<file path="src/include/sehp_regs.vh">
// Timing counts and field constants of the serial pause block
`ifndef SEHP_REGS_VH
`define SEHP_REGS_VH
// Power-on quiet time in ns and derived cycle count at 100 MHz
`define SEHP_CLK_PERIOD_NS   10
`define SEHP_POR_TIME_NS     1000
`define SEHP_POR_CYCLES      ((`SEHP_POR_TIME_NS + `SEHP_CLK_PERIOD_NS - 1) / `SEHP_CLK_PERIOD_NS)
// Bits per shifted byte
`define SEHP_BYTE_BITS       8
`define SEHP_CNT_W           3
`endif

</file>
<file path="src/sehp_sync.v">
// Two flip-flop synchroniser for pin inputs
`timescale 1ns/1ns
module sehp_sync #(
  parameter RESET_VAL = 1'b0
) (
  input  wire ref_clk,
  input  wire rst_n,
  input  wire clk_en,
  input  wire async_in,
  output reg  sync_out
);
  reg meta;

  // First stage read only by the second stage
  always @(posedge ref_clk or negedge rst_n) begin
    if (!rst_n) begin
      meta     <= RESET_VAL;
      sync_out <= RESET_VAL;
    end else if (clk_en) begin
      meta     <= async_in;
      sync_out <= meta;
    end
  end
endmodule // sehp_sync

</file>
<file path="src/sehp_hold_if.v">
// Serial interface front end with pause control and power-on guard
`timescale 1ns/1ns
`include "sehp_regs.vh"
module sehp_hold_if #(
  parameter POR_CYCLES = `SEHP_POR_CYCLES,
  parameter CNT_W      = `SEHP_CNT_W
) (
  input  wire       ref_clk,
  input  wire       rst_n,
  input  wire       clk_en,
  input  wire       sclk_pin,
  input  wire       sel_n_pin,
  input  wire       din_pin,
  input  wire       pause_n_pin,
  input  wire       tx_bit,
  output reg        dout,
  output reg        dout_oe_n,
  output reg        paused,
  output reg        selected,
  output reg        rx_valid,
  output reg  [7:0] rx_byte,
  output reg        tx_req,
  output reg        abort
);

  ////////////////////////////////////////////////////////////////////////////
  // Pin synchronisers
  //
  // Every pin comes from the host's world and has no fixed phase to ref_clk,
  // so each one passes two flip-flops before any logic looks at it. The cost
  // is two cycles of latency on every pin. That is why the serial clock
  // half-period must stay well above three ref_clk cycles.
  // Select and pause reset to their idle level (high), so no false edge
  // shows up when reset is released.
  wire sclk_s;
  wire sel_n_s;
  wire din_s;
  wire pause_n_s;

  sehp_sync #(.RESET_VAL(1'b0)) u_sync_sclk (
    .ref_clk(ref_clk), .rst_n(rst_n), .clk_en(clk_en),
    .async_in(sclk_pin), .sync_out(sclk_s));
  sehp_sync #(.RESET_VAL(1'b1)) u_sync_sel (
    .ref_clk(ref_clk), .rst_n(rst_n), .clk_en(clk_en),
    .async_in(sel_n_pin), .sync_out(sel_n_s));
  sehp_sync #(.RESET_VAL(1'b0)) u_sync_din (
    .ref_clk(ref_clk), .rst_n(rst_n), .clk_en(clk_en),
    .async_in(din_pin), .sync_out(din_s));
  sehp_sync #(.RESET_VAL(1'b1)) u_sync_pause (
    .ref_clk(ref_clk), .rst_n(rst_n), .clk_en(clk_en),
    .async_in(pause_n_pin), .sync_out(pause_n_s));

  ////////////////////////////////////////////////////////////////////////////
  // Edge detection on the synchronised pins
  reg sclk_d;
  reg sel_n_d;
  wire sclk_rise = sclk_s & ~sclk_d;
  wire sclk_fall = ~sclk_s & sclk_d;
  wire sel_fall  = ~sel_n_s & sel_n_d;

  always @(posedge ref_clk or negedge rst_n) begin
    if (!rst_n) begin
      sclk_d  <= 1'b0;
      sel_n_d <= 1'b1;
    end else if (clk_en) begin
      sclk_d  <= sclk_s;
      sel_n_d <= sel_n_s;
    end
  end

  ////////////////////////////////////////////////////////////////////////////
  // Power-on guard: interface idle until timer runs out and select seen high
  localparam POR_W = 16;
  // Last count of the quiet time, held at 32 bits; the compare uses only its low POR_W bits
  localparam [31:0] POR_LAST = POR_CYCLES - 1;
  reg [POR_W-1:0] por_cnt;
  reg             por_done;
  reg             armed;

  always @(posedge ref_clk or negedge rst_n) begin
    if (!rst_n) begin
      por_cnt  <= {POR_W{1'b0}};
      por_done <= 1'b0;
      armed    <= 1'b0;
    end else if (clk_en) begin
      if (!por_done) begin
        if (por_cnt == POR_LAST[POR_W-1:0])
          por_done <= 1'b1;
        else
          por_cnt <= por_cnt + 16'h0001;
      end
      // Select low at release is noise, not a frame: wait for it high first
      if (por_done && sel_n_s)
        armed <= 1'b1;
    end
  end

  wire active = armed & ~sel_n_s;

  ////////////////////////////////////////////////////////////////////////////
  // Pause control
  //
  // The pause pin only counts while the serial clock is low. A change seen
  // while the clock is high waits until the synchronised clock falls. That
  // is the first cycle with sclk_s low, so one term covers the direct case
  // and the deferred one.
  //
  // Limitation: pin and clock each pass their own synchroniser. A pause edge
  // that lands within a cycle or two of a clock edge is settled by whichever
  // gets through first, so hosts should keep the two apart.
  reg next_paused;
  reg pause_take;
  reg pause_enter;
  reg frozen;

  // Next pause state and the strobes that act on it
  always @* begin
    next_paused = ~pause_n_s;
    pause_take  = active & ~sclk_s;
    pause_enter = pause_take & next_paused & ~paused;
    // The clock fall that starts a pause already counts as paused
    frozen      = paused | pause_enter;
  end

  // Shift state
  reg [CNT_W-1:0] bit_cnt;
  reg [7:0]       shift;

  ////////////////////////////////////////////////////////////////////////////
  // Selection and abort
  always @(posedge ref_clk or negedge rst_n) begin
    if (!rst_n) begin
      selected <= 1'b0;
      abort    <= 1'b0;
    end else if (clk_en) begin
      selected <= active;
      // A deselect mid-byte or mid-pause throws the partial instruction away
      abort    <= ~active & (paused | (bit_cnt != {CNT_W{1'b0}}));
    end
  end

  ////////////////////////////////////////////////////////////////////////////
  // Pause register: only a selected device may pause
  always @(posedge ref_clk or negedge rst_n) begin
    if (!rst_n) begin
      paused <= 1'b0;
    end else if (clk_en) begin
      if (!active)
        paused <= 1'b0;
      else if (pause_take)
        paused <= next_paused;
    end
  end

  ////////////////////////////////////////////////////////////////////////////
  // Receive side: sample on the rising clock (modes 0 and 3)
  // A rise needs sclk_s high, so it never meets a pause change in one cycle.
  always @(posedge ref_clk or negedge rst_n) begin
    if (!rst_n) begin
      bit_cnt  <= {CNT_W{1'b0}};
      shift    <= 8'h00;
      rx_valid <= 1'b0;
      rx_byte  <= 8'h00;
    end else if (clk_en) begin
      rx_valid <= 1'b0;
      if (!active) begin
        // Next frame starts again at bit zero
        bit_cnt <= {CNT_W{1'b0}};
        shift   <= 8'h00;
      end else if (!paused && sclk_rise) begin
        shift   <= {shift[6:0], din_s};
        bit_cnt <= bit_cnt + {{(CNT_W-1){1'b0}}, 1'b1};
        if (bit_cnt == {CNT_W{1'b1}}) begin
          rx_byte  <= {shift[6:0], din_s};
          rx_valid <= 1'b1;
        end
      end
    end
  end

  ////////////////////////////////////////////////////////////////////////////
  // Transmit side: drive on the falling clock or at select start
  // The fall that begins a pause shifts nothing, so the bit is not lost.
  always @(posedge ref_clk or negedge rst_n) begin
    if (!rst_n) begin
      dout      <= 1'b0;
      dout_oe_n <= 1'b1;
      tx_req    <= 1'b0;
    end else if (clk_en) begin
      tx_req <= 1'b0;
      if (!active) begin
        dout_oe_n <= 1'b1;
      end else begin
        if (!frozen && (sclk_fall || sel_fall)) begin
          dout   <= tx_bit;
          tx_req <= 1'b1;
        end
        // Output floats while paused, and at the fall that starts a pause
        dout_oe_n <= (pause_take ? next_paused : paused);
      end
    end
  end
endmodule // sehp_hold_if

</file>
<file path="config.mk">
export PLATFORM = sky130hd
export DESIGN_NAME = sehp_hold_if
export DESIGN_NICKNAME = d
export VERILOG_FILES = /design/src/sehp_sync.v /design/src/sehp_hold_if.v
export VERILOG_INCLUDE_DIRS = /design/src /design/src/include
export SDC_FILE = /design/constraint.sdc
export NUM_CORES = 1
export LEC_CHECK = 0
export ABC_CLOCK_PERIOD_IN_PS = 3550
export BUFFER_PORTS_ARGS = -buffer_cell sky130_fd_sc_hd__buf_2
export CAP_MARGIN = 20
export CORE_MARGIN = 5
export CORE_UTILIZATION = 60
export CTS_CLUSTER_SIZE = 8
export DETAILED_ROUTE_END_ITERATION = 7
export MAX_ROUTING_LAYER = met4
export PLACE_DENSITY = 0.81
export SLEW_MARGIN = 20
export SYNTH_ARGS = -nofsm -noshare
export SYNTH_HDL_FRONTEND = slang
export SYNTH_SLANG_ARGS = --single-unit
</file>
<file path="constraint.sdc">
create_clock -name ref_clk -period 3.55 [get_ports ref_clk]
set_clock_uncertainty 0.1 [all_clocks]
set_input_delay 0.8875 -clock ref_clk [delete_from_list [all_inputs] [get_ports ref_clk]]
set_output_delay 0.8875 -clock ref_clk [all_outputs]
set_load 0.02 [all_outputs]
</file>
==> summary.md, run 1 <==
| Metric | Value |
|---|---|
| Outcome | finished, final reports clean |
| Gate power share | 16.9% |
| Hold crit path type | reg2reg |
| Max-slew headroom at the worst pin | 57.1% |
| Via Count | roughly 1400 |
| Post-synth cell types | 40 |
| Clk root buf | clkbuf_8 |
| ANT cells | 0 |
| Yosys reg bits | 53 |
| CP Launch Type | primary input |
| CP max FO | 25 |
| Max rail drop VDD | 0.000335 V |
| Tmin final | 2.26 ns |
| Sequential-to-total area share from yosys stat | around three fifths |
| Die Wd | 71.1 um |
| Reg power frac | 54.2% |
| Fmax achieved | around 440 MHz |
| Worst slew pin tran | 0.643 ns |
| Worst Path Required | around 3.6 ns |
| Clk buf depth | 2 |
| Commonest non-fill, non-tap cell in the layout | dfrtp_1 |
| Final Hold Viols | 0 |
| Setup bufs post-CTS | 0 |
| Die Ht | 71.1 um |
| Clock power frac | 28.9% |
| Fin. max-slew vios | 0 |
| Final Util | 69.4% |
| Vias per Instance | about 5.6 |
| Area Overhead vs Synth | 12.5% |
| Final-stage net count | 207 |
| # hold bufs at CTS | 0 |
| Most frequent cells in the layout | dfrtp_1 (47), buf_2 (21), mux2_2 (18), xnor2_1 (11), a22o_1 (9) |
| Core area | 3630 um2 |
| Synth area leaders | dfrtp_1 (52%), mux2_2 (9.0%), dfstp_2 (7.0%), xnor2_1 (4.3%), a22o_1 (3.5%) |
| Fillers | 268 |
| Placer Congestion | a little under 0.9 |
| CTS resizes | 0 |
| Hold slack | approximately 0.39 ns |
| Hpwl dp | between 2000 and 3000 um |
| Num CTS Buffers | 5 |
| Vias in the first global route | between 1000 and 1500 |
| CTS clk-pin slew, worst paths | approximately 0.09 ns |
| Final antenna-violating net count | 0 |
| Drt first pass iters | 4 |
| Worst Setup Path Type | in2reg |
| Syn Area/Cell | 13.3 um2 |
| Post-synth EDFFs | 0 |
| Primary FF master, synth | dfrtp_1 |
| Final cycle utilization of the critical path | between 60 and 70% |
| Gr ovfl total | 0 |
| Area leader, netlist | dfrtp_1 |
| Pwr/cell area | roughly 560 nW/um2 |
| Initial Util | about three fifths |
| Async set or reset register ratio after synthesis | between 90% and 100% |
| Sw frac | 27.0% |
| # DRC | 0 |
| Post-synth net total | approximately 180 |
| Final wirelength | ~3900 um |
| CTS tree | built |
| GR Util All Layers | about 18% |
| Iter 0 DRT Violations | between 50 and 60 |
| CP arrival | between 2 and 2.5 ns |
| DR WL/cell | roughly 16 um |
| Netlist Area Pre-Place | around 2200 um2 |
| Post-Syn Instances | between 150 and 200 |
| Share of layout cells above drive strength 1 | around a third |
| Leakage Power | around 1.2 nW |
| H-tree levels | 2 |
| CTS Sinks | 53 |
| Final setup viols | 0 |
| Pin count of the biggest net entering global routing | 54 |
| Max-Cap Viols | 0 |
| Initial antenna violation count | 0 |
| Worst skew pair latency | 0.29 ns |
| PortBufs | 22 |
| Synth top area share | between 50% and 60% |
| Yosys warns | 0 |
| Setup crit end kind | flop |
| First-pass GRT wire length | around 6900 um |
| Net Switching | about 0.38 mW |
| Final setup TNS | 0 ns |
| Die area | 5060 um2 |
| P_int | roughly 1.0 mW |
| RSZ-0062 raised after global routing | false |
| Core Rows | 22 |
| Ports | 23 |
[area by class of cell]
type	instances	area (um2)	area share, %
Timing Repair Buffer	23	120	4.77
Clock inverter	1	30.0	1.19
Clock buffer	7	86.3	3.43
Inverter	8	30.0	1.19
Sequential cell	53	1330	52.9
Multi-Input combinational cell	104	860	34.1
Tap cell	48	60.1	2.38
[cells in the mapped netlist (2+ instances only)]
library cell	number
nand2_1	8
xor2_1	4
nor4_4	2
mux2_2	18
a22o_1	9
nand3_1	6
dfstp_2	6
o21ai_0	5
nor3b_1	2
a21oi_1	2
nor3_2	2
nor2_1	6
nand4_1	4
dfrtp_1	47
xnor2_1	11
clkbuf_1	2
ha_1	4
buf_2	2
inv_1	8
[registers in the layout, indices dropped and copies added, names as in the netlist]
register	cells
dout	1
paused	1
u_sync_pause.meta	1
u_sync_sclk.sync_out	1
selected	1
por_cnt	16
rx_valid	1
u_sync_sel.sync_out	1
abort	1
tx_req	1
sel_n_d	1
u_sync_sel.meta	1
por_done	1
u_sync_din.meta	1
u_sync_sclk.meta	1
armed	1
bit_cnt	3
u_sync_pause.sync_out	1
shift	7
dout_oe_n	1
u_sync_din.sync_out	1
rx_byte	8
sclk_d	1
[final timing paths]
path,end,startpoint,slack (ns),depth (start not counted)
worst min register to register,u_sync_sclk.sync_out$_DFFE_PN0P_,u_sync_sclk.meta$_DFFE_PN0P_,0.39,2
worst min-delay path,u_sync_sclk.sync_out$_DFFE_PN0P_,u_sync_sclk.meta$_DFFE_PN0P_,0.39,2
min in group asynchronous,por_cnt[12]$_DFFE_PN0P_,rst_n,0.52,1
worst max register to register,por_cnt[1]$_DFFE_PN0P_,por_cnt[0]$_DFFE_PN0P_,1.65,5
worst max-delay path,rx_byte[3]$_DFFE_PN0P_,clk_en,1.29,6
max in group asynchronous,rx_byte[6]$_DFFE_PN0P_,rst_n,2.41,1
[power by group through the flow]
stage | Clock [mW] | Combinational (mW) | Sequential (mW)
global placement | 0 | 0.224 | 0.766
detailed placement | 0 | 0.236 | 0.772
finish | 0.407 | 0.237 | 0.761
global route | 0.455 | 0.261 | 0.773
floorplan | 0 | 0.150 | 0.778
CTS | 0.417 | 0.240 | 0.760
[per-layer routing]
layer / part of all wire (%) / routed length, um / GRT usage, % / vias to the layer above
met5: 0 / 0 / - / -
met4: 0.91 / 35 / 5.01 / 0
met3: 2.9 / 111 / 3.55 / 4
met2: 52 / 2010 / 28.7 / 23
met1: 44 / 1700 / 22.5 / 695
li1: - / - / - / 653
[stage by stage]
step | power [mW] | worst slack, ns | instance area, um2 | instances
floorplan | 0.928 | 1.43 | 2240 | 169
global placement | 0.990 | 1.01 | 2400 | 236
detailed placement | 1.01 | 0.963 | 2400 | 236
CTS | 1.42 | 1.28 | 2520 | 244
global route | 1.49 | 1.16 | 2520 | 244
finish | 1.41 | 1.29 | 2520 | 244
[critical path, stage by stage]
cell	delay, ns
buf_2	0.36
nand3b_1	0.26
nor3_2	0.15
buf_4	0.20
nand2_2	0.16
mux2_2	0.30
[cell families after synthesis]
logic type | synth area share, %
xor+xnor | 5.86
fa+ha+maj | 2.23
compound gates | 8.60
flops | 59.5
simple gates | 11.9
mux | 9.71
buf+inv | 2.12
Note: power is estimated with default switching activity, not from simulation.
==> run 2: changes to the inputs <==
Settings changed: ABC_CLOCK_PERIOD_IN_PS 3550 to 2100, CORE_UTILIZATION 60 to 57, PLACE_DENSITY 0.81 to 0.77.
Clock period 3.55 ns to 2.1 ns, I/O delays scaled along.
==> summary.md, run 2 (synthesis results as in run 1) <==
| Metric | Value |
|---|---|
| Worst Path Required | 2.19 ns |
| Design Area, Final | about 2500 um2 |
| Critical path's slowest cell | dfrtp_1 |
| CTS resizes | 0 |
| Gr ovfl total | 0 |
| CTS Sinks | 53 |
| Core Rows | 22 |
| Reg power frac | between 50% and 60% |
| Ports | 23 |
| Num CTS Buffers | 5 |
| Die area | 5290 um2 |
| Final wirelength | between 3000 and 4000 um |
| Tmin final | around 1.9 ns |
| Fmax achieved | around 520 MHz |
| Final cycle utilization of the critical path | between 90% and 100% |
| Placement Setup Slack | between 0.2 and 0.25 ns |
| Hold slack | around 0.081 ns |
| CP max FO | 5 |
| Outcome | finished, final reports clean |
| Die Wd | 72.7 um |
| Setup bufs post-CTS | 0 |
| Net Switching | ~0.66 mW |
| ANT cells | 0 |
| RSZ-0062 raised after global routing | false |
| Final antenna-violating net count | 0 |
| DR WL/cell | between 15 and 20 um |
| Top delay family on crit path | simple AND/OR/NAND/NOR gates |
| Fin cells | about 250 |
| Iter 0 DRT Violations | about 160 |
| Clk root buf | clkbuf_8 |
| Die Ht | around 73 um |
| Pwr/cell area | 930 nW/um2 |
| Via Count | between 1000 and 1500 |
| # hold bufs at CTS | 0 |
| Biggest regs | por_cnt x16, rx_byte x8, shift x7 |
| Hpwl dp | approximately 3000 um |
| Setup WS post-layout | 0.186 ns |
| Initial Util | roughly three fifths |
| Pin count of the biggest net entering global routing | 25 |
| CP cell instances | ha_1 -> nor3b_1 -> a41oi_2 -> and2_4 -> mux2_4 |
| P_int | roughly 1.7 mW |
| Placed cell area | roughly 2400 um2 |
| Setup crit end kind | flop |
| Met1 WL | between 1500 and 2000 um |
| Vias in the first global route | 1518 |
| Sw frac | between 20% and 30% |
| Largest Register | por_cnt |
| Initial antenna violation count | 0 |
| Worst Setup Path Type | reg2reg |
| Worst slew pin tran | about 0.52 ns |
| Critical path buffer and inverter count | 0 |
| Core area | 3740 um2 |
| # DRC | 0 |
| Final Hold Viols | 0 |
| Inst Count DP | ~240 |
| Hold crit path type | in2async |
| Commonest non-fill, non-tap cell in the layout | dfrtp_1 |
| Clock power frac | between 20% and 30% |
| Max-slew headroom at the worst pin | approximately 65% |
| Met2 wire length | 1970 um |
| Share of layout cells above drive strength 1 | 33.7% |
| Clk buf depth | 2 |
| CP Launch Type | flop |
| CTS clk-pin slew, worst paths | ~0.090 ns |
| First-pass GRT wire length | roughly 7000 um |
| CP arrival | approximately 2.0 ns |
| Worst skew pair latency | 0.30 ns |
| Most frequent cells in the layout | dfrtp_1 (47), buf_2 (22), mux2_2 (18), xnor2_1 (11), a22o_1 (9) |
| Met3 WL | between 150 and 200 um |
| Number of flip-flops in the largest register | 16 |
| Leakage Power | between 1 and 1.5 nW |
| Max-Cap Viols | 0 |
| Final setup TNS | 0 ns |
| Vias per Instance | 5.73 |
| Drt first pass iters | 4 |
| Top sig layer | met4 |
| Fin. max-slew vios | 0 |
| PortBufs | 22 |
| Final setup viols | 0 |
| H-tree levels | 2 |
| GR Util All Layers | between 10% and 20% |
| Max rail drop VDD | 0.000661 V |
| Area Overhead vs Synth | 13.5% |
| Crit-path max cell delay | around 0.40 ns |
| CTS tree | built |
| Fillers | ~280 |
| Placer Congestion | roughly 0.90 |
| Gate power share | between 10% and 20% |
| Final-stage net count | 210 |
## run 2: changes by cell type in the layout (fill, tap and decap cells not counted)
cell and change:
buf_12 +1, clkbuf_8 -1, buf_2 +1, buf_4 +1, clkinv_2 +1
## run 2: routing by layer
layer,vias to the layer above,global-route usage [%]
met3,5,4.55
met1,722,21.8
met4,0,6.76
li1,659,-
met5,-,-
met2,29,27.9
## run 2: worst paths after layout
path,start,endpoint,slack (ns),depth (start not counted)
min in group ref_clk,din_pin,u_sync_din.meta$_DFFE_PN0P_,0.35,2
min reg2reg,tx_req$_DFFE_PN0P_,tx_req$_DFFE_PN0P_,0.38,1
max,por_cnt[0]$_DFFE_PN0P_,por_cnt[1]$_DFFE_PN0P_,0.19,5
min,rst_n,bit_cnt[1]$_DFFE_PN0P_,0.08,1
max reg2reg,por_cnt[0]$_DFFE_PN0P_,por_cnt[1]$_DFFE_PN0P_,0.19,5
max in group asynchronous,rst_n,u_sync_sel.meta$_DFFE_PN1P_,1.20,2
## run 2: cell type report
cell class	count	area [um2]	share of cell area, %
Clock buffer	6	72.6	2.85
Clock inverter	2	35.0	1.38
Inverter	8	30.0	1.18
Multi-Input combinational cell	104	860	33.8
Sequential cell	53	1330	52.4
Tap cell	48	60.1	2.36
Timing Repair Buffer	26	153	6.00
## run 2: per-stage QoR
step	total power, mW	util [%]
floorplan	1.57	-
global placement	1.69	65.1
detailed placement	1.72	65.1
CTS	2.39	67.9
global route	2.50	67.9
finish	2.37	67.9
## run 2: power by group through the flow
stage	Clock, mW	Combinational (mW)	Sequential [mW]
floorplan	0	0.253	1.32
global route	0.728	0.463	1.31
detailed placement	0	0.414	1.31
global placement	0	0.391	1.29
finish	0.664	0.413	1.29
CTS	0.682	0.416	1.29
==> run 3: changes to the inputs <==
Settings changed: SYNTH_HIERARCHICAL set to 1.
==> summary.md, run 3 <==
| Metric | Value |
|---|---|
| Final setup viols | 0 |
| Clk root buf | clkbuf_8 |
| Compound-Gate Fraction of Synth Area | a little over 8% |
| Number of flip-flops in the largest register | 16 |
| Core area | slightly below 4000 um2 |
| Largest family of logic cells by synthesized area | simple AND/OR/NAND/NOR gates |
| Initial antenna violation count | 0 |
| H-tree levels | 2 |
| Die area | 5340 um2 |
| Area leader, netlist | dfrtp_1 |
| Post-synth cell types | 42 |
| Yosys warns | 6 |
| Placer Congestion | ~0.9 |
| CTS resizes | 0 |
| Adder-Cell Fraction of Synth Area | under 10% |
| Post-synth EDFFs | 0 |
| CP max FO | 5 |
| Yosys reg bits | 53 |
| Final-stage net count | between 200 and 250 |
| Setup crit end kind | flop |
| Initial Util | a little under three fifths |
| Setup WS post-layout | between 0.2 and 0.25 ns |
| # DRC | 0 |
| Drt first pass iters | 4 |
| Placement Setup Slack | about 0.13 ns |
| Pin count of the biggest net entering global routing | 30 |
| Post-synthesis mux area share | 10.6% |
| Outcome | finished, final reports clean |
| CTS Sinks | 53 |
| RSZ-0062 raised after global routing | false |
| GR Util All Layers | between 15 and 20% |
| Ports | 23 |
| Fillers | 286 |
| Tmin final | 1.86 ns |
| Hpwl dp | ~2900 um |
| Area Overhead vs Synth | 13.4% |
| Seq. cell area | 1330 um2 |
| DR WL/cell | approximately 16 um |
| Clk buf depth | 2 |
| Worst Path Required | approximately 2.2 ns |
| Commonest non-fill, non-tap cell in the layout | dfrtp_1 |
| Fmax achieved | approximately 540 MHz |
| Area occupied by multi-input gates | slightly below 900 um2 |
| Core Rows | 23 |
| Via Count | ~1400 |
| Top-count cell post-synth | dfrtp_1 |
| Most frequent cells after synthesis | dfrtp_1 (47), mux2_2 (20), a22o_1 (9), inv_1 (9), xnor2_1 (9) |
| Most frequent cells in the layout | dfrtp_1 (47), buf_2 (22), mux2_2 (20) |
| CTS clk-pin slew, worst paths | approximately 0.09 ns |
| Iter 0 DRT Violations | 92 |
| Max-Cap Viols | 0 |
| Post-Syn Instances | between 150 and 200 |
| Fin. max-slew vios | 0 |
| Final wirelength | between 3000 and 4000 um |
| CP Launch Type | flop |
| Final setup TNS | 0 ns |
| Hold crit path type | in2async |
| Synth area leaders | dfrtp_1 (52%), mux2_2 (9.9%), dfstp_2 (6.9%), a22o_1 (3.5%), xnor2_1 (3.5%) |
| Worst Setup Path Type | reg2reg |
| Final antenna-violating net count | 0 |
| Vias in the first global route | between 1000 and 1500 |
| # hold bufs at CTS | 0 |
| PortBufs | 22 |
| Final cycle utilization of the critical path | approximately nine tenths |
| Syn Area/Cell | ~13 um2 |
| Biggest regs | por_cnt x16, rx_byte x8, shift x7 |
| Async set or reset register ratio after synthesis | between 90% and 100% |
| Num CTS Buffers | 5 |
| ANT cells | 0 |
| Die Ht | around 73 um |
| Max-slew headroom at the worst pin | between 60% and 70% |
| Vias per Instance | 5.73 |
| Largest Register | por_cnt |
| Synth top area share | approximately half |
| Worst skew pair latency | ~0.30 ns |
| Worst slew pin tran | about 0.57 ns |
| Primary FF master, synth | dfrtp_1 |
| CTS tree | built |
| Gr ovfl total | 0 |
| Setup bufs post-CTS | 0 |
| Netlist Area Pre-Place | ~2300 um2 |
| Simple-gate portion of the synthesized area | between 10% and 20% |
| Share of layout cells above drive strength 1 | between 30% and 40% |
| Xor/xnor share of the synthesized area | a little under 6% |
| Leakage Power | between 1 and 1.5 nW |
| Pwr/cell area | 939 nW/um2 |
| Max rail drop VDD | 0.000825 V |
| First-pass GRT wire length | slightly above 7000 um |
| Post-synth net total | approximately 180 |
| Sequential-to-total area share from yosys stat | 58.8% |
| CP arrival | 1.96 ns |
| Final Hold Viols | 0 |
| Die Wd | between 70 and 80 um |
| Final Util | 65.3% |
[run 3: cell families after synthesis]
family	after synthesis
compound gates	23
xor+xnor	15
fa+ha+maj	4
buf+inv	12
flops	53
mux	21
simple gates	41
[run 3: layer usage]
metal | GRT usage [%] | part of all wire, % | up-vias | wire, um
li1 | - | - | 664 | -
met1 | 23.2 | 44 | 721 | 1760
met2 | 27.9 | 50 | 38 | 2000
met3 | 3.72 | 4.7 | 5 | 188
met4 | 4.92 | 1.1 | 0 | 44
met5 | - | 0 | - | 0
[run 3: layout make-up]
class                           instances  area share [%]
Clock inverter                          1            1.17
Multi-Input combinational cell        104            34.3
Timing Repair Buffer                   25            5.64
Tap cell                               50            2.43
Sequential cell                        53            51.8
Clock buffer                            7            3.35
Inverter                                9            1.31
[run 3: per-stage QoR]
stage | instance area, um2 | power, mW | cells | hold WS, ns
3_3_place_gp | 2460 | 1.71 | 241 | 0.371
3_5_place_dp | 2460 | 1.74 | 241 | 0.368
2_1_floorplan | 2270 | 1.59 | 169 | 0.129
6_report | 2570 | 2.42 | 249 | 0.112
5_1_grt | 2570 | 2.54 | 249 | 0.163
4_1_cts | 2570 | 2.44 | 249 | 0.122
[run 3: power breakdown]
part	switching [mW]	internal (mW)	total (mW)	leakage (nW)
registers	0.140	1.16	1.30	0.685
logic	0.222	0.200	0.422	0.493
clock network	0.307	0.389	0.696	0.0585
total	0.670	1.75	2.42	1.24
[run 3: worst max-delay path, cell delays in order, from the launching register on]
cell	delay, ns
dfrtp_1	0.43
ha_1	0.28
nor3b_2	0.19
a41oi_2	0.26
and2_4	0.20
mux2_4	0.29
[run 3: worst paths after layout]
check,startpoint,end,slack [ns],depth (start not counted)
max,por_cnt[0]$_DFFE_PN0P_,por_cnt[1]$_DFFE_PN0P_,0.24,5
min,rst_n,rx_byte[5]$_DFFE_PN0P_,0.11,1
max reg2reg,por_cnt[0]$_DFFE_PN0P_,por_cnt[1]$_DFFE_PN0P_,0.24,5
min reg2reg,tx_req$_DFFE_PN0P_,tx_req$_DFFE_PN0P_,0.38,1
max in group asynchronous,rst_n,u_sync_sel/meta$_DFFE_PN1P_,1.16,2
min in group ref_clk,sclk_pin,u_sync_sclk/meta$_DFFE_PN0P_,0.36,2
